$ cat config.mk
export PLATFORM = sky130hd
export DESIGN_NAME = cic_top
export DESIGN_NICKNAME = d
export VERILOG_FILES = /design/src/design/cic_pkg.sv /design/src/design/cic_prio.sv /design/src/design/cic_top.sv
export SDC_FILE = /design/constraint.sdc
export NUM_CORES = 1
export LEC_CHECK = 0
export BUFFER_PORTS_ARGS = -buffer_cell sky130_fd_sc_hd__buf_4
export CAP_MARGIN = 20
export CORE_ASPECT_RATIO = 0.6
export CORE_MARGIN = 2
export CORE_UTILIZATION = 55
export DETAILED_ROUTE_END_ITERATION = 12
export MAX_ROUTING_LAYER = met4
export PLACE_DENSITY = 0.73
export SLEW_MARGIN = 20
export SYNTH_ARGS = -nofsm -noshare
export SYNTH_HDL_FRONTEND = slang
export SYNTH_SLANG_ARGS = --single-unit
$ cat constraint.sdc
create_clock -name i_clk -period 7.77 [get_ports i_clk]
set_input_delay 0.3885 -clock i_clk [delete_from_list [all_inputs] [get_ports i_clk]]
set_output_delay 0.3885 -clock i_clk [all_outputs]
set_load 0.02 [all_outputs]
$ cat src/design/cic_pkg.sv
package cic_pkg;
    // ************************************
    // Port map and widths
    // ************************************
    localparam int ADDR_W = 16;
    localparam int LINES = 8;
    localparam logic [15:0] M_CMD = 16'h0020;
    localparam logic [15:0] M_DAT = 16'h0021;
    localparam logic [15:0] S_CMD = 16'h00a0;
    localparam logic [15:0] S_DAT = 16'h00a1;
    localparam int MASTER = 0;
    localparam int SLAVE = 1;
    // ************************************
    // Command word fields
    // ************************************
    localparam int INIT_WORD_FIRST_BIT = 4;
    localparam int OP_WORD_READ_POLL_BIT = 3;
    localparam int CMD_MSB = 7;
    localparam int CMD_LSB = 5;
    localparam int ESMM_BIT = 6;
    localparam int SMM_BIT = 5;
    localparam int POLL_BIT = 2;
    localparam int RR_BIT = 1;
    localparam int RIS_BIT = 0;
    localparam int AUTO_END_OF_INTERRUPT_BIT = 1;
    localparam int SFNM_BIT = 4;
    localparam int VEC_LSB = 3;
    localparam int POLL_VALID_BIT = 7;
    localparam logic [2:0] LOWEST_RST = 3'h7;
    localparam logic [2:0] SPUR_LVL = 3'h7;
    localparam logic [7:0] ZERO8 = 8'h00;
    // Priority and end-of-interrupt commands, as {rotate, select, end}
    localparam logic [2:0] OP_NS_EOI = 3'h1;
    localparam logic [2:0] OP_SP_EOI = 3'h3;
    localparam logic [2:0] OP_ROT_NS = 3'h5;
    localparam logic [2:0] OP_ROT_SP = 3'h7;
    localparam logic [2:0] OP_SET_PRI = 3'h6;
    localparam logic [2:0] OP_RAEOI_SET = 3'h4;
    localparam logic [2:0] OP_RAEOI_CLR = 3'h0;
    // Initialization sequence states
    typedef enum logic [1:0] {
        CIC_READY = 2'b00,
        CIC_W_VEC = 2'b01,
        CIC_W_CAS = 2'b10,
        CIC_W_MODE = 2'b11
    } cic_init_t;
endpackage

$ cat src/design/cic_prio.sv
`timescale 1ns/1ps
module cic_prio
(
    // Request state
    input wire logic [cic_pkg::LINES-1:0] i_req,
    input wire logic [cic_pkg::LINES-1:0] i_block,
    input wire logic [cic_pkg::LINES-1:0] i_mask,
    input wire logic [cic_pkg::LINES-1:0] i_eoi_cand,
    input wire logic [2:0] i_lowest,
    // Results
    output logic o_valid,
    output logic [2:0] o_level,
    output logic o_top_valid,
    output logic [2:0] o_top_level
);
    import cic_pkg::*;

    // Level holding rank k, counted from the highest priority
    function automatic logic [2:0] rank_lvl(input logic [2:0] low, input logic [2:0] k);
        rank_lvl = 3'(low + 3'h1 + k);
    endfunction

    // ************************************
    // Winner search in rotated order
    // ************************************
    always_comb
    begin
        logic stop;
        logic [2:0] lvl;
        stop = 1'b0;
        lvl = 3'h0;
        o_valid = 1'b0;
        o_level = 3'h0;
        for (int k = 0; k < LINES; k++)
        begin
            lvl = rank_lvl(i_lowest, 3'(k));
            if (!stop)
            begin
                if (i_block[lvl])
                    stop = 1'b1; // In service: same and lower wait
                else if (i_req[lvl] && !i_mask[lvl])
                begin
                    o_valid = 1'b1;
                    o_level = lvl;
                    stop = 1'b1;
                end
            end
        end
    end

    // Highest in-service level eligible for a non-specific end
    always_comb
    begin
        logic hit;
        logic [2:0] lvl;
        hit = 1'b0;
        lvl = 3'h0;
        o_top_level = 3'h0;
        for (int k = 0; k < LINES; k++)
        begin
            lvl = rank_lvl(i_lowest, 3'(k));
            if (!hit && i_eoi_cand[lvl])
            begin
                hit = 1'b1;
                o_top_level = lvl;
            end
        end
        o_top_valid = hit;
    end
endmodule // cic_prio

$ cat src/design/cic_top.sv
`timescale 1ns/1ps
// Summary of operation
// - Base port write with data bit 4 set starts initialization.
// - Next three base+1 writes are vector, cascade and mode words in order.
// - Slave drives vector on second pulse only if cascade code matches its ID.
// - Mask word: 1 blocks the matching request line, 0 lets it through.
// - Operation words accepted any time after initialization completes.
// - Non-specific end clears the highest-priority in-service bit.
// - Specific end clears the in-service bit named by the level field.
// - In special mask mode non-specific end skips masked in-service bits.
// - Auto end performs non-specific end at trailing edge of last pulse.
// - Fully nested: level 0 highest; in-service blocks same and lower levels.
// - Special fully nested master does not lock out an in-service slave.
// - Rotation makes serviced level lowest; rotate-in-auto-end set and cleared.
// - Set-priority makes given level lowest without any end action.
// - Rotate-on-specific-end clears given level and makes it lowest.
// - Poll: next read acts as acknowledge, returns level; requests frozen meanwhile.
// - Master drives its winning cascade line number, 010, to select the slave.
// - Special mask set by enable and mode flags 1, cleared by enable 1, mode 0.
// - Command port reads request register, or in-service register when selected.
module cic_top
(
    // Clock and reset
    input wire logic i_clk,
    input wire logic i_rst,
    // Host I/O port
    input wire logic [cic_pkg::ADDR_W-1:0] i_io_addr,
    input wire logic i_io_wr,
    input wire logic i_io_rd,
    input wire logic [7:0] i_io_wdata,
    output logic [7:0] o_io_rdata,
    output logic o_io_rdata_valid,
    // Interrupt acknowledge and request to processor
    input wire logic i_acknowledge_strobe_n,
    output logic [7:0] o_ack_vector,
    output logic o_ack_vector_valid,
    output logic o_interrupt_output,
    output logic [2:0] o_cascade_code,
    // Request lines, 7:0 master except line 2 (fed by the slave), and 15:8 slave
    input wire logic [2*cic_pkg::LINES-1:0] i_irq
);
    import cic_pkg::*;

    function automatic logic [7:0] onehot(input logic [2:0] lvl);
        onehot = 8'h01 << lvl;
    endfunction

    function automatic logic [15:0] port_addr(input int c, input logic dat);
        if (c == MASTER)
            port_addr = dat ? M_DAT : M_CMD;
        else
            port_addr = dat ? S_DAT : S_CMD;
    endfunction

    // ************************************
    // Shared acknowledge sequencing
    // ************************************
    logic ack_q;
    logic ack_second;
    logic casc_sel;
    logic ack_fall;
    logic ack_rise;
    logic ack_last;
    logic ack_end;
    logic take_first;
    logic take [2];
    logic ex_int [2];
    logic ex_hit [2];
    logic [2:0] ex_level [2];
    logic [2:0] ex_id [2];
    logic [7:0] ex_vec [2];
    logic ex_rd [2];
    logic [7:0] ex_rdata [2];
    logic [7:0] m_in;

    assign ack_fall = ack_q && !i_acknowledge_strobe_n;
    assign ack_rise = !ack_q && i_acknowledge_strobe_n;
    // Sequence ends only when the second pulse rises
    assign ack_end = ack_rise && ack_last;
    assign take_first = ack_fall && !ack_second;
    assign take[MASTER] = take_first;
    assign take[SLAVE] = take_first && ex_hit[MASTER];
    // Slave request feeds master cascade line
    assign m_in = {i_irq[7:3], ex_int[SLAVE], i_irq[1:0]};

    // Two-pulse tracking
    always_ff @(posedge i_clk)
    begin
        if (i_rst)
        begin
            ack_q <= 1'b1;
            ack_second <= 1'b0;
            ack_last <= 1'b0;
        end
        else
        begin
            ack_q <= i_acknowledge_strobe_n;
            if (ack_end)
                ack_second <= 1'b0;
            else if (take_first)
                ack_second <= 1'b1;
            if (ack_end)
                ack_last <= 1'b0;
            else if (ack_fall && ack_second)
                ack_last <= 1'b1; // Second pulse seen
        end
    end

    // Cascade bus, driven with the master's winning line when it is a cascade line, else 0
    always_ff @(posedge i_clk)
    begin
        if (i_rst)
        begin
            casc_sel <= 1'b0;
            o_cascade_code <= 3'h0;
        end
        else if (take_first)
        begin
            casc_sel <= ex_hit[MASTER];
            o_cascade_code <= ex_hit[MASTER] ? ex_level[MASTER] : 3'h0;
        end
        else if (ack_end)
        begin
            casc_sel <= 1'b0;
            o_cascade_code <= 3'h0;
        end
    end

    // Vector on second pulse, from slave only on identity match
    always_ff @(posedge i_clk)
    begin
        if (i_rst)
        begin
            o_ack_vector <= ZERO8;
            o_ack_vector_valid <= 1'b0;
        end
        else if (ack_fall && ack_second)
        begin
            if (casc_sel && o_cascade_code == ex_id[SLAVE])
            begin
                o_ack_vector <= ex_vec[SLAVE];
                o_ack_vector_valid <= 1'b1;
            end
            else if (!casc_sel)
            begin
                o_ack_vector <= ex_vec[MASTER];
                o_ack_vector_valid <= 1'b1;
            end
        end
        else if (ack_rise)
            o_ack_vector_valid <= 1'b0;
    end

    // Request to processor and host read data
    always_ff @(posedge i_clk)
    begin
        if (i_rst)
        begin
            o_interrupt_output <= 1'b0;
            o_io_rdata <= ZERO8;
            o_io_rdata_valid <= 1'b0;
        end
        else
        begin
            o_interrupt_output <= ex_int[MASTER];
            o_io_rdata_valid <= ex_rd[MASTER] || ex_rd[SLAVE];
            o_io_rdata <= ex_rd[SLAVE] ? ex_rdata[SLAVE] : ex_rdata[MASTER];
        end
    end

    // ************************************
    // Per-controller core
    // ************************************
    for (genvar c = 0; c < 2; c++)
    begin : g_ctl
        cic_init_t state;
        logic done;
        logic [4:0] vec_base;
        logic [7:0] cas_word;
        logic [7:0] mode_word;
        logic [7:0] request_register;
        logic [7:0] in_service_register;
        logic [7:0] mask_register;
        logic [7:0] irq_q;
        logic [7:0] in_lv;
        logic [7:0] lvl_sel;
        logic [2:0] lowest;
        logic [2:0] ack_level;
        logic rot_auto_end_of_interrupt;
        logic special_mask_flag;
        logic read_isr;
        logic poll;
        logic took;
        logic res_valid;
        logic [2:0] res_level;
        logic top_valid;
        logic [2:0] top_level;
        logic cmd_wr;
        logic dat_wr;
        logic rd_any;
        logic init_word_first_wr;
        logic op_word_priority_eoi_wr;
        logic op_word_read_poll_wr;
        logic poll_take;
        logic auto_end_of_interrupt_end;
        logic [2:0] op;
        logic [2:0] wlvl;
        logic [7:0] next_irr;
        logic [7:0] next_isr;
        logic [2:0] next_lowest;
        logic [7:0] blk;

        assign in_lv = (c == MASTER) ? m_in : i_irq[15:8];
        assign lvl_sel = (c == MASTER) ? cas_word : ZERO8;
        assign cmd_wr = i_io_wr && i_io_addr == port_addr(c, 1'b0);
        assign dat_wr = i_io_wr && i_io_addr == port_addr(c, 1'b1);
        assign rd_any = i_io_rd && (i_io_addr == port_addr(c, 1'b0)
            || i_io_addr == port_addr(c, 1'b1));
        assign init_word_first_wr = cmd_wr && i_io_wdata[INIT_WORD_FIRST_BIT];
        assign op_word_priority_eoi_wr = cmd_wr && done && !i_io_wdata[INIT_WORD_FIRST_BIT]
            && !i_io_wdata[OP_WORD_READ_POLL_BIT];
        assign op_word_read_poll_wr = cmd_wr && done && !i_io_wdata[INIT_WORD_FIRST_BIT]
            && i_io_wdata[OP_WORD_READ_POLL_BIT];
        assign op = i_io_wdata[CMD_MSB:CMD_LSB];
        assign wlvl = i_io_wdata[2:0];
        assign poll_take = rd_any && poll;
        assign auto_end_of_interrupt_end = ack_end && took && mode_word[AUTO_END_OF_INTERRUPT_BIT];
        // In-service blocking; special fully nested frees the cascade line
        assign blk = special_mask_flag ? ZERO8
            : (in_service_register & ~((c == MASTER && mode_word[SFNM_BIT]) ? cas_word : ZERO8));

        cic_prio u_prio
        (
            .i_req(request_register),
            .i_block(blk),
            .i_mask(mask_register),
            .i_eoi_cand(in_service_register & ~(special_mask_flag ? mask_register : ZERO8)),
            .i_lowest(lowest),
            .o_valid(res_valid),
            .o_level(res_level),
            .o_top_valid(top_valid),
            .o_top_level(top_level)
        );

        assign ex_int[c] = res_valid && done && !poll;
        assign ex_hit[c] = res_valid && cas_word[res_level];
        assign ex_level[c] = res_level;
        assign ex_id[c] = cas_word[2:0];
        assign ex_vec[c] = {vec_base, ack_level};
        assign ex_rd[c] = rd_any;

        // Read data: poll result, mask on data port, else in-service or request
        always_comb
        begin
            if (poll)
                ex_rdata[c] = {res_valid, 4'h0, res_level};
            else if (i_io_addr == port_addr(c, 1'b1))
                ex_rdata[c] = mask_register;
            else
                ex_rdata[c] = read_isr ? in_service_register : request_register;
        end

        // Requests: edge lines latch, cascade line follows level, poll freezes
        always_comb
        begin
            next_irr = request_register;
            if ((take[c] || poll_take) && res_valid)
                next_irr[res_level] = 1'b0;
            if (!poll)
                next_irr = (next_irr & ~lvl_sel) | (in_lv & ~irq_q & ~lvl_sel)
                    | (in_lv & lvl_sel);
        end

        // In-service update: set by acknowledge, cleared by end commands
        always_comb
        begin
            next_isr = in_service_register;
            if (auto_end_of_interrupt_end && top_valid)
                next_isr[top_level] = 1'b0;
            if (op_word_priority_eoi_wr)
            begin
                if ((op == OP_NS_EOI || op == OP_ROT_NS) && top_valid)
                    next_isr = next_isr & ~onehot(top_level);
                else if (op == OP_SP_EOI || op == OP_ROT_SP)
                    next_isr = next_isr & ~onehot(wlvl);
            end
            if ((take[c] || poll_take) && res_valid)
                next_isr[res_level] = 1'b1;
            if (init_word_first_wr)
                next_isr = ZERO8;
        end

        // Lowest-priority pointer for rotation
        always_comb
        begin
            next_lowest = lowest;
            if (auto_end_of_interrupt_end && rot_auto_end_of_interrupt && top_valid)
                next_lowest = top_level;
            if (op_word_priority_eoi_wr)
            begin
                if (op == OP_ROT_NS && top_valid)
                    next_lowest = top_level;
                else if (op == OP_SET_PRI || op == OP_ROT_SP)
                    next_lowest = wlvl;
            end
            if (init_word_first_wr)
                next_lowest = LOWEST_RST;
        end

        // Request, in-service and priority registers
        always_ff @(posedge i_clk)
        begin
            if (i_rst)
            begin
                request_register <= ZERO8;
                in_service_register <= ZERO8;
                irq_q <= ZERO8;
                lowest <= LOWEST_RST;
            end
            else
            begin
                irq_q <= in_lv;
                request_register <= next_irr;
                in_service_register <= next_isr;
                lowest <= next_lowest;
            end
        end

        // Acknowledge capture per controller
        always_ff @(posedge i_clk)
        begin
            if (i_rst)
            begin
                ack_level <= SPUR_LVL;
                took <= 1'b0;
            end
            else if (take[c])
            begin
                ack_level <= res_valid ? res_level : SPUR_LVL;
                took <= res_valid;
            end
            else if (ack_end)
                took <= 1'b0;
        end

        // Initialization sequence and mask
        always_ff @(posedge i_clk)
        begin
            if (i_rst)
            begin
                state <= CIC_READY;
                done <= 1'b0;
                vec_base <= 5'h00;
                cas_word <= ZERO8;
                mode_word <= ZERO8;
                mask_register <= ZERO8;
            end
            else if (init_word_first_wr)
            begin
                state <= CIC_W_VEC;
                done <= 1'b0;
                mask_register <= ZERO8;
            end
            else if (dat_wr)
            begin
                case (state)
                    CIC_W_VEC:
                    begin
                        vec_base <= i_io_wdata[7:VEC_LSB];
                        state <= CIC_W_CAS;
                    end
                    CIC_W_CAS:
                    begin
                        cas_word <= i_io_wdata;
                        state <= CIC_W_MODE;
                    end
                    CIC_W_MODE:
                    begin
                        mode_word <= i_io_wdata;
                        state <= CIC_READY;
                        done <= 1'b1;
                    end
                    default:
                    begin
                        if (done)
                            mask_register <= i_io_wdata;
                    end
                endcase
            end
        end

        // Operation modes: rotation, special mask, read select, poll
        always_ff @(posedge i_clk)
        begin
            if (i_rst || init_word_first_wr)
            begin
                rot_auto_end_of_interrupt <= 1'b0;
                special_mask_flag <= 1'b0;
                read_isr <= 1'b0;
                poll <= 1'b0;
            end
            else
            begin
                if (op_word_priority_eoi_wr && op == OP_RAEOI_SET)
                    rot_auto_end_of_interrupt <= 1'b1;
                else if (op_word_priority_eoi_wr && op == OP_RAEOI_CLR)
                    rot_auto_end_of_interrupt <= 1'b0;
                if (op_word_read_poll_wr && i_io_wdata[ESMM_BIT])
                    special_mask_flag <= i_io_wdata[SMM_BIT];
                if (op_word_read_poll_wr && i_io_wdata[RR_BIT])
                    read_isr <= i_io_wdata[RIS_BIT];
                if (op_word_read_poll_wr && i_io_wdata[POLL_BIT])
                    poll <= 1'b1;
                else if (poll_take)
                    poll <= 1'b0;
            end
        end
    end
endmodule // cic_top

# == Yosys cells after proc, flatten, opt, wreduce, memory -nomap -nowiden ==
# Cells that the tools add are included.
# classes
addsub,16
magnitude_cmp,24
n_eq_ne,19
n_shift,3
mux,363
bitwise_logic,38
n_reduce_logical,172
# op_table
op,count
two-way mux 3 bit,75
two-way mux 8 bit,28
binary-select mux 1 bit (select 3 bit),65
two-way mux 1 bit,189
AND 8 bit,16
NOT 8 bit,13
logical AND 1 bit,90
"< comparator 3 x 4 -> 1 bit, second input constant",20
OR 8 bit,5
zero test 1 bit,37
"== test 16 x 6 -> 1 bit, second input constant",2
"== test 16 x 8 -> 1 bit, second input constant",2
"adder 3 bit, second input constant",8
AND reduction 3 bit,8
"left shift 1 x 3 -> 8 bit, first input constant",3
nonzero test 2 bit,9
AND reduction 2 bit,8
"adder 3 x 1 -> 3 bit, second input constant",4
"adder 3 x 2 -> 3 bit, second input constant",4
demux 1 bit (select 3 bit),4
"== test 3 bit, second input constant",4
">= comparator 3 x 1 -> 1 bit, second input constant",4
case mux 2 bit (3 select lines),2
logical OR 1 bit,10
other kinds (13),25
# word_totals
register_bits,146
output_inout_bits,22
wordCells,679

# == Longest topological paths before layout ==
# Gate-level depths: netlist of the first run.
# depth
depth_word,40
mapped_depth,20
ltp_nobuf,14

# == Cells and area by module ==
# From an unflattened synthesis of the first run, not the netlist that was laid out.
# hier_totals
hier_cells,1310
hier_area_um2,11405.9
# modules_own_cells
module,instances,cells_each,area_each_um2
cic_top,1,850,7319.5
cic_prio,2,230,2043.2

# == Least setup slack after synthesis of the first run ==
# No wires, ideal clock.
# synth_path
kind,register to register
startpoint,register g_ctl[0].lowest[0]
endpoint,register g_ctl[1].in_service_register[5]
setup_ns,0.114
t_arrival_ns,4.419
path_slack_ns,3.237
path_stages_with_launch,21
synth_period_minus_slack_ns,4.533
path_cell_list,dfxtp_1 > buf_2 > buf_4 > inv_1 > clkbuf_1 > ha_1 > buf_6 > buf_6 > and4b_1 > nor4_1 > nand2_1 > o221ai_1 > nand3_2 > or3_4 > nor3_2 > o32ai_2 > a211oi_2 > a2111o_2 > nand3_4 > buf_6 > a21o_1
# synth_between
elab_chain_len,35
# synth_rtl
item,line_no,rtl
from (decl),cic_top.sv:187,logic [2:0] lowest;
from (signal assigned),cic_top.sv:325,lowest <= next_lowest;
adder 3 x 1 -> 3 bit (*),cic_prio.sv:20,rank_lvl = 3'(low + 3'h1 + k);
branches (longest 29 deep; another with adder 3 x 1 -> 3 bit),n/a,
logical AND 1 bit (*),cic_top.sv:246,assign ex_hit[c] = res_valid && cas_word[res_level];
logical AND 1 bit (*),cic_top.sv:82,assign take[SLAVE] = take_first && ex_hit[MASTER];
logical OR 1 bit (*),cic_top.sv:287,if ((take[c] || poll_take) && res_valid)
logical AND 1 bit (*),cic_top.sv:287,
two-way mux 8 bit (*),cic_top.sv:287,
to (signal assigned),cic_top.sv:324,in_service_register <= next_isr;
to (decl),cic_top.sv:182,logic [7:0] in_service_register;
# Mark *: on every way between the ends. The select of a mux whose other input is x is not followed.
# A chain may end at the register's enable or synchronous reset.

# == Worst setup path in the final report of the first run ==
# layout_path
startpoint,register g_ctl[0].lowest[0]
endpoint,register g_ctl[0].in_service_register[7]
# layout_between
elab_chain_len,38
# layout_rtl
item,line_no
adder 3 x 1 -> 3 bit (*),cic_prio.sv:20
branches (longest 36 deep; another with adder 3 x 1 -> 3 bit),n/a
two-way mux 8 bit (*),cic_top.sv:287
to (signal assigned),cic_top.sv:324
to (decl),cic_top.sv:182
# Marked as above.

==> results.toml, run 1 <==
[outcome]
outcome = "complete, no violations"

[worst_setup_path]
critical_path.top_delay_family = "simple AND/OR/NAND/NOR gates"
start_kind = "flip-flop"
slowest_stage = "nor3_1"
worst-endpoint-arrival_ns = 6.46
r2r_cells = 15
cp_max_fo = 49
max_stage_delay_ns = 0.81
critical_path.cell_chain = "buf_4 -> inv_1 -> ha_1 -> buf_4 -> inv_1 -> xnor2_1 -> mux2i_1 -> nor2b_1 -> nand3_1 -> or3_4 -> nor3_2 -> o32ai_2 -> nor3_1 -> nand2_1 -> o21ai_0"
required_ns = 8.12
critPathBufInv = 4
cp.depth = 15
worstSetupPathType = "flip-flop to flip-flop"
end_kind = "flip-flop"

[floorplan]
num_rows = 39
die_area_um2 = 20700
initial_core_util = 0.563
fp.dieH_um = 112
die_w_um = 184
core_um2 = 19100
ios = 67

[synthesis]
yosys_warnings = 0
synth_edf_count = 0
ys_async_sr_fraction = 0
yosysSeqAreaShare = 0.265
netlist_area_um2 = 10700
syn_area_per_cell_um2 = 7.88
syn_nets = 1422
synth.distinct_cells = 83
yosys_register_bits = 142
netlist_instances = 1363
synthFlopType = "dfxtp_1"

[placement]
io_buffers = 65
gp_congestion = 0.970
dp_hpwl_mm = 26.2

[cells_and_area]
nNetsFinal = 1442
syn2layout_area_growth_pct = 10.9
layout_commonest_cell = "nor2_1"
drive_gt1_frac = 0.140
final_cell_mix = "154 x nor2_1, 142 x dfxtp_1, 122 x nand2_1, 114 x a21oi_1, 110 x mux2i_1"

[timing]
worst_pin_slew_ns = 1.08
report.final.slew_viol_count = 0
max_freq_mhz = 164
rsz0062_at_grt = "no"
hold_violations = 0
fin_skew_ns = 0.0123
setup_tns_ns = 0
finalCriticalPeriod_ns = 6.11
setup_viol = 0
relSlewSlack = 0.273
finalCritPeriodShare = 0.786

[clocking]
clockBufferDepth = 2
htree_levels = 4
cts_tree = "built"
insertion_delay_ns = 0.44
holdBufCountCts = 0
numClockSinks = 142
clockRootBuffer = "clkbuf_16"
cts_resized = 0
cts.clk_slew.worst_paths_ns = 0.07
cts_setup_buffers = 0
numCtsBuffers = 17

[global_routing]
antenna_found_initial = 1
grt_overflow = 0
grt_pass1_wl_mm = 54.8
grt_pass1_vias = 9820
grt_max_degree = 71
grt_usage = 0.349

[hold_path]
holdPathStages = 2
min_path_type = "input pin to flip-flop"

[power]
finalPower_w = 0.00197
vdd_drop_max_uv = 120
leakage_nw = 4.76
power_density_nw_per_um2 = 165

[routing]
dr.pass1.iters = 6
avgViaCountPerCell = 6.67
drc = 0
wl_mm = 35.3
wire_per_inst_um = 21.2
via_count = 11100
drt_iter0_drc = 1455
final_antenna_net_count = 0

[flow_run]
max_cap_viol_count = 0
power breakdown:
| part | total [W] | leakage (nW) | switching [W] | internal [W] |
|---|---|---|---|---|
| Clock | 0.000834 | 0.294 | 0.000397 | 0.000437 |
| Sequential | 0.000773 | 1.16 | 0.0000240 | 0.000749 |
| Combinational | 0.000362 | 3.31 | 0.000234 | 0.000128 |
logic make-up after synthesis:
family                   Yosys count  synth area share
AO/OA/AOI/OAI                    326             0.197
XOR/XNOR                          13            0.0141
adder cells (fa/ha/maj)           14            0.0163
buffers and inverters            115            0.0459
flip-flops                       142             0.265
multiplexers                     162             0.183
AND/OR/NAND/NOR                  591             0.279
cell usage after synthesis, drive strengths merged, types with 9 or more instances:
master / number / area share
nand3b: 10 / 0.0070
clkbuf: 49 / 0.017
dfxtp: 142 / 0.26
mux2: 27 / 0.028
a21oi: 114 / 0.053
nand4: 9 / 0.0052
o22ai: 9 / 0.0052
nor2b: 40 / 0.023
inv: 41 / 0.014
nor3: 53 / 0.026
nor3b: 13 / 0.0095
ha: 14 / 0.016
mux2i: 110 / 0.10
a21o: 10 / 0.0070
nand3: 83 / 0.040
buf: 25 / 0.014
and2: 13 / 0.0076
o21ai: 60 / 0.028
nand2: 122 / 0.043
or3: 12 / 0.0075
mux4: 25 / 0.052
nand2b: 25 / 0.015
o32ai: 9 / 0.0080
a31oi: 14 / 0.0082
o211ai: 12 / 0.0088
a22oi: 13 / 0.0091
nor4: 12 / 0.0070
o221ai: 11 / 0.0090
a211oi: 14 / 0.011
nor2: 157 / 0.057
and3: 11 / 0.0064
final timing paths:
check / startpoint / endpoint / slack [ns]
setup / recovery: g_ctl[0].lowest[0] / g_ctl[0].in_service_register[7] / 1.66
hold / removal: i_acknowledge_strobe_n / ack_q / 0.16
setup reg to reg: g_ctl[0].lowest[0] / g_ctl[0].in_service_register[7] / 1.66
hold reg to reg: g_ctl[0].mode_word[1] / g_ctl[0].mode_word[1] / 0.45
layout make-up:
cell class / count / area, um^2
Multi-Input combinational cell: 1106 / 7420
Sequential cell: 142 / 2840
Fill cell: 1667 / 7160
Clock buffer: 17 / 425
Inverter: 41 / 154
Tap cell: 266 / 333
Timing Repair Buffer: 75 / 561
Clock inverter: 15 / 180
Antenna cell: 1 / 2.50
flip-flops by register name, summed over array words and instances, names as in the netlist, 4 cells and up:
| register | count |
|---|---|
| g_ctl.irq_q | 16 |
| g_ctl.request_register | 16 |
| g_ctl.vec_base | 10 |
| g_ctl.mask_register | 16 |
| g_ctl.state | 4 |
| g_ctl.ack_level | 6 |
| o_io_rdata | 8 |
| g_ctl.lowest | 6 |
| g_ctl.in_service_register | 16 |
| o_ack_vector | 8 |
| g_ctl.cas_word | 11 |
stage by stage:
stage / cells / worst slack (ns) / util / hold WS, ns / area [um^2]
floorplan: 1363 / 3.24 / - / 0.432 / 10700
global placement: 1629 / 2.13 / 0.592 / 0.441 / 11300
detailed placement: 1629 / 1.95 / 0.592 / 0.444 / 11300
CTS: 1661 / 1.93 / 0.624 / 0.153 / 11900
global route: 1663 / 1.34 / 0.625 / 0.153 / 11900
finish: 1663 / 1.66 / 0.625 / 0.161 / 11900
per-layer routing:
layer,vias to the layer above,track usage,share of wire
met4,0,0.0928,0.020
met1,5236,0.520,0.45
li1,5075,-,-
met5,-,-,0
met2,712,0.435,0.38
met3,72,0.124,0.15
No activity file was read; power rests on OpenSTA's default activity.
==> run 2, diff against run 1 <==
==> constraint.sdc (replaced) <==
create_clock -name i_clk -period 6.3 [get_ports i_clk]
set_input_delay 0.315 -clock i_clk [delete_from_list [all_inputs] [get_ports i_clk]]
set_output_delay 0.315 -clock i_clk [all_outputs]
set_load 0.02 [all_outputs]
==> run 2 against run 1 <==
  * Design area is 0.19% higher
  * Worst hold slack lost 0.078 ns
  * Clock-buffer cell count is the same
  * Routed wire length fell by 1.2%
  * Core utilization up 0.12 points
  * Total power increased by 23%
  * Clock power rose by 24%
  * First-iteration DRC count is 21% higher
  * Combinational power rose by 24%
  * Critical path depth fell by 1
  * Global-route usage down 0.15 points
  * Largest cell class unchanged
==> results.toml, run 2 (synthesis results as in run 1) <==
[worst_setup_path]
worstSetupPathType = "flip-flop to flip-flop"
start_kind = "flip-flop"
required_ns = 6.64
cp_max_fo = 34
worst-endpoint-arrival_ns = 6.08
end_kind = "flip-flop"
r2r_slack_ns = 0.57
r2r-start = "g_ctl[0].lowest[0]"
r2r_cells = 14
rr_endpoint = "g_ctl[0].in_service_register[5]"

[timing]
relSlewSlack = 0.310
rsz0062_at_grt = "no"
finalCriticalPeriod_ns = 5.73
setup_tns_ns = 0
hold_violations = 0
holdWs_ns = 0.0826
max_freq_mhz = 174
worst_pin_slew_ns = 1.03
finalCritPeriodShare = 0.910
fin_skew_ns = 0.0118
report.final.slew_viol_count = 0
setup_viol = 0
postLayoutSetupSlackWorst_ns = 0.565

[hold_path]
holdPathStages = 2
min_path_type = "input pin to flip-flop"
min_to = "ack_q"
hold_start = "i_acknowledge_strobe_n"

[cells_and_area]
num-fill-cells = 1646
multi_input_area_um2 = 7420
layout_commonest_cell = "nor2_1"
stdcell_area_um2 = 11900
drive_gt1_frac = 0.140
nNetsFinal = 1443
antenna_cells = 0
seq_area_um2 = 2840
syn2layout_area_growth_pct = 11.1
final_cell_mix = "154 x nor2_1, 142 x dfxtp_1, 122 x nand2_1, 114 x a21oi_1, 110 x mux2i_1"

[routing]
dr.pass1.iters = 7
avgViaCountPerCell = 6.64
drt_iter0_drc = 1755
drc = 0
wire_per_inst_um = 21.0
via_count = 11100
final_antenna_net_count = 0
wl_mm = 34.9

[floorplan]
die_area_um2 = 20700
num_rows = 39
fp.dieH_um = 112
core_um2 = 19100
die_w_um = 184
ios = 67
initial_core_util = 0.563

[clocking]
numCtsBuffers = 17
htree_levels = 4
insertion_delay_ns = 0.43
holdBufCountCts = 0
cts_tree = "built"
cts_resized = 0
cts.clk_slew.worst_paths_ns = 0.07
numClockSinks = 142
clockBufferDepth = 2
cts_setup_buffers = 0
clockRootBuffer = "clkbuf_16"

[global_routing]
grt_pass1_vias = 9969
grt_pass1_wl_mm = 54.6
antenna_found_initial = 0
grt_usage = 0.348
grt_overflow = 0
grt_max_degree = 77

[outcome]
outcome = "complete, no violations"

[placement]
gp_congestion = 1.02
place_area_um2 = 11300
dp_hpwl_mm = 26.1
pre_cts_ws_ns = 0.859
io_buffers = 65

[power]
vdd_drop_max_uv = 159
finalPower_w = 0.00243
leakage_nw = 4.77
power_density_nw_per_um2 = 203

[flow_run]
max_cap_viol_count = 0
## run 2: cell count changes in the layout (fill, tap and decap cells not counted)
| cell | change |
|---|---|
| buf_2 | -1 |
| clkbuf_4 | +1 |
| clkinv_8 | +3 |
| buf_4 | +1 |
| clkinv_4 | +1 |
| inv_8 | -3 |
| inv_6 | -1 |
| diode_2 | -1 |
## run 2: area by class of cell
class	instances	area share
multi-input cells	1106	0.621
flip-flops and latches	142	0.238
repair buffers	76	0.0478
clock buffers	17	0.0356
well taps	266	0.0279
clock inverters	15	0.0163
inverters	41	0.0129
## run 2: through the flow
step | cells | util
6_report | 1663 | 0.626
5_1_grt | 1663 | 0.626
4_1_cts | 1662 | 0.625
3_5_place_dp | 1630 | 0.592
3_3_place_gp | 1630 | 0.592
2_1_floorplan | 1363 | -
## run 2: power breakdown
group | switching, W | total [W] | internal [W]
clock network | 0.000487 | 0.00103 | 0.000540
logic | 0.000292 | 0.000449 | 0.000157
registers | 0.0000282 | 0.000952 | 0.000923
total | 0.000807 | 0.00243 | 0.00162
## run 2: routing by layer
metal | GRT usage | vias up | share of wire
met1 | 0.515 | 5182 | 0.44
met3 | 0.113 | 73 | 0.15
met4 | 0.0853 | 0 | 0.020
li1 | - | 5080 | -
met2 | 0.447 | 715 | 0.39
met5 | - | - | 0
## run 2: critical path: stages, from the launching register on
cell     delay, ns
dfxtp_1       0.33
inv_1         0.04
buf_4         0.19
ha_1          0.93
inv_1         0.57
xnor2_1       0.77
mux2i_1       0.22
nor2b_1       0.21
nand3_1       0.20
or3_4         0.44
nor3_2        0.23
o32ai_2       0.19
nor3_1        0.78
nand2_1       0.30
o22ai_1       0.23
## run 2: worst max-delay path by stage
| stage | startpoint | endpoint | depth (start not counted) |
|---|---|---|---|
| final | g_ctl[0].lowest[0] | g_ctl[0].in_service_register[5] | 14 |
| after global routing | g_ctl[0].lowest[0] | g_ctl[0].in_service_register[5] | 14 |
| after CTS | g_ctl[0].lowest[0] | g_ctl[0].in_service_register[5] | 14 |
| after detailed placement | g_ctl[0].lowest[0] | g_ctl[0].in_service_register[3] | 14 |
| after global placement | g_ctl[0].lowest[0] | g_ctl[0].in_service_register[7] | 14 |
| after floorplan | g_ctl[0].lowest[0] | g_ctl[1].in_service_register[5] | 20 |
==> run 3, diff against run 2 <==
--- a/config.mk
+++ b/config.mk
@@ -5,6 +5,7 @@
 export SDC_FILE = /design/constraint.sdc
 export NUM_CORES = 1
 export LEC_CHECK = 0
+export ABC_AREA = 1
 export BUFFER_PORTS_ARGS = -buffer_cell sky130_fd_sc_hd__buf_4
 export CAP_MARGIN = 20
 export CORE_ASPECT_RATIO = 0.6
==> constraint.sdc (replaced) <==
create_clock -name i_clk -period 5.4 [get_ports i_clk]
set_input_delay 0.27 -clock i_clk [delete_from_list [all_inputs] [get_ports i_clk]]
set_output_delay 0.27 -clock i_clk [all_outputs]
set_load 0.02 [all_outputs]
==> run 3 against run 2 <==
  * Synthesized cell count rose by 31%
  * Combinational power rose by 40%
  * Worst hold slack got worse by 0.035 ns
  * Core utilization fell by 0.78 points
  * First-iteration DRC count rose by 12%
  * Routed wire length rose by 12%
  * Critical path depth rose by 5
  * Clock-buffer cell count rose by 1
  * Die area rose by 0.23%
  * Global-route usage rose by 3.9 points
  * Non-clock buffer count fell by 3
  * Critical endpoint is now g_ctl[1].in_service_register[3]
  * Largest cell class unchanged
==> results.toml, run 3 <==
[outcome]
outcome = "complete, no violations"

[global_routing]
grt_max_degree = 48
grt_overflow = 0
grt_pass1_vias = 10400
grt_usage = 0.387
antenna_found_initial = 2
grt_pass1_wl_mm = 59.3

[synthesis]
synthFlopType = "dfxtp_1"
yosysMostFrequentCell = "nand2_1"
synth.distinct_cells = 57
yosys_register_bits = 142
netlist_area_um2 = 10800
post-synth-top-area-cell = "dfxtp_1"
yosys_warnings = 0
synth_edf_count = 0
synth_top_cell_area_share = 0.264
netlist_instances = 1792
yosysSeqAreaShare = 0.264
synth_area_leaders = "dfxtp_1 26%, nand2_1 18%, nand3_1 9.4%"
synth_common_cells = "513 x nand2_1, 203 x nand3_1, 195 x inv_1"
ys_async_sr_fraction = 0
syn_area_per_cell_um2 = 6.01
syn_nets = 1851

[flow_run]
max_cap_viol_count = 0

[timing]
hold_violations = 0
relSlewSlack = 0.378
max_freq_mhz = 218
postLayoutSetupSlackWorst_ns = 0.805
fin_skew_ns = 0.0133
setup_viol = 0
finalCritPeriodShare = 0.851
report.final.slew_viol_count = 0
worst_pin_slew_ns = 0.928
finalCriticalPeriod_ns = 4.59
setup_tns_ns = 0
rsz0062_at_grt = "no"

[cells_and_area]
nNetsFinal = 1872
layout_commonest_cell = "nand2_1"
syn2layout_area_growth_pct = 9.77
drive_gt1_frac = 0.104
final_cell_mix = "513 x nand2_1, 203 x nand3_1, 195 x inv_1, 144 x a21oi_1, 142 x dfxtp_1"
stdcell_area_um2 = 11800

[placement]
pre_cts_ws_ns = 0.990
gp_congestion = 1.05
io_buffers = 65
place_area_um2 = 11200
dp_hpwl_mm = 30.6

[clocking]
htree_levels = 4
cts.clk_slew.worst_paths_ns = 0.06
holdBufCountCts = 0
insertion_delay_ns = 0.44
cts_setup_buffers = 0
clockBufferDepth = 2
cts_resized = 0
cts_tree = "built"
numCtsBuffers = 17
clockRootBuffer = "clkbuf_16"
numClockSinks = 142

[worst_setup_path]
cp_max_fo = 27
start_kind = "flip-flop"
critical_path.cell_chain = "inv_2 -> ha_1 -> buf_4 -> xor2_1 -> buf_4 -> nand3_1 -> nand2_1 -> nand2_1 -> o21ai_0 -> a211oi_1 -> nand3_1 -> nor2_4 -> nand3_2 -> nand2_1 -> inv_2 -> o21ai_1 -> nand3_1 -> nand3b_1 -> a21oi_1"
slowest_stage = "ha_1"
worstSetupPathType = "flip-flop to flip-flop"
critPathBufInv = 4
critical_path.top_delay_family = "simple AND/OR/NAND/NOR gates"
max_stage_delay_ns = 0.46
required_ns = 5.76
end_kind = "flip-flop"
worst-endpoint-arrival_ns = 4.95

[routing]
via_count = 12300
wire_per_inst_um = 18.6
drt_iter0_drc = 1961
final_antenna_net_count = 0
avgViaCountPerCell = 5.88
drc = 0
dr.pass1.iters = 6
wl_mm = 39.0

[power]
vdd_drop_max_uv = 236
leakage_nw = 5.33
finalPower_w = 0.00291
power_density_nw_per_um2 = 246

[hold_path]
min_path_type = "input pin to flip-flop"

[floorplan]
die_area_um2 = 20800
ios = 67
initial_core_util = 0.563
num_rows = 39
die_w_um = 185
fp.dieH_um = 112
core_um2 = 19100
run 3: cell count changes after synthesis, moves of 41 or more:
| cell | delta |
|---|---|
| nor3_1 | -41 |
| nand2_1 | +391 |
| nand3_1 | +122 |
| o21ai_0 | +74 |
| mux2i_1 | -107 |
| inv_1 | +155 |
run 3: routing by layer:
layer / track usage / wire length [um]
met1: 0.625 / 18900
met2: 0.437 / 13100
met3: 0.142 / 6690
met4: 0.0571 / 273
met5: - / 0
run 3: kinds of logic (layout without fill, tap and decap cells):
kind of cell    Yosys count  in the layout  share of synthesized area
compound gates          367            367                      0.189
flops                   142            142                      0.264
buf+inv                 294            327                      0.116
other cells               0              2                          0
fa+ha+maj                14             14                     0.0163
xor+xnor                  7              7                    0.00813
simple gates            965            965                      0.404
mux                       3              3                    0.00279
run 3: through the flow:
stage	cells	hold WS, ns	util
2_1_floorplan	1792	0.375	-
3_3_place_gp	2060	0.434	0.588
3_5_place_dp	2060	0.458	0.588
4_1_cts	2091	0.0402	0.618
5_1_grt	2093	0.0526	0.618
6_report	2093	0.0472	0.618
run 3: report_power, final:
part / internal (W) / switching [W] / leakage, nW
clock network: 0.000653 / 0.000502 / 0.272
logic: 0.000193 / 0.000435 / 3.91
registers: 0.00109 / 0.0000401 / 1.16
total: 0.00193 / 0.000977 / 5.33
run 3: layout make-up:
type	count	area (um^2)
flip-flops and latches	142	2840
clock inverters	13	130
clock buffers	18	439
well taps	266	333
inverters	223	845
multi-input cells	1356	6680
diodes	2	5.00
repair buffers	73	548
fillers	1872	7310
run 3: tightest hold or removal path: cells and delay by family:
family / cells / cell delay, ns
buffers and inverters: 2 / 0.11
and+or+nand+nor: 1 / 0.06
run 3: path summary, 6_finish.rpt:
check / end / cells past startpoint / startpoint / slack, ns
worst max-delay path: g_ctl[1].in_service_register[3] / 19 / g_ctl[1].lowest[0] / 0.81
worst max register to register: g_ctl[1].in_service_register[3] / 19 / g_ctl[1].lowest[0] / 0.81
worst min register to register: g_ctl[1].mode_word[1] / 2 / g_ctl[1].mode_word[1] / 0.47
worst min-delay path: g_ctl[0].irq_q[1] / 3 / i_irq[1] / 0.05
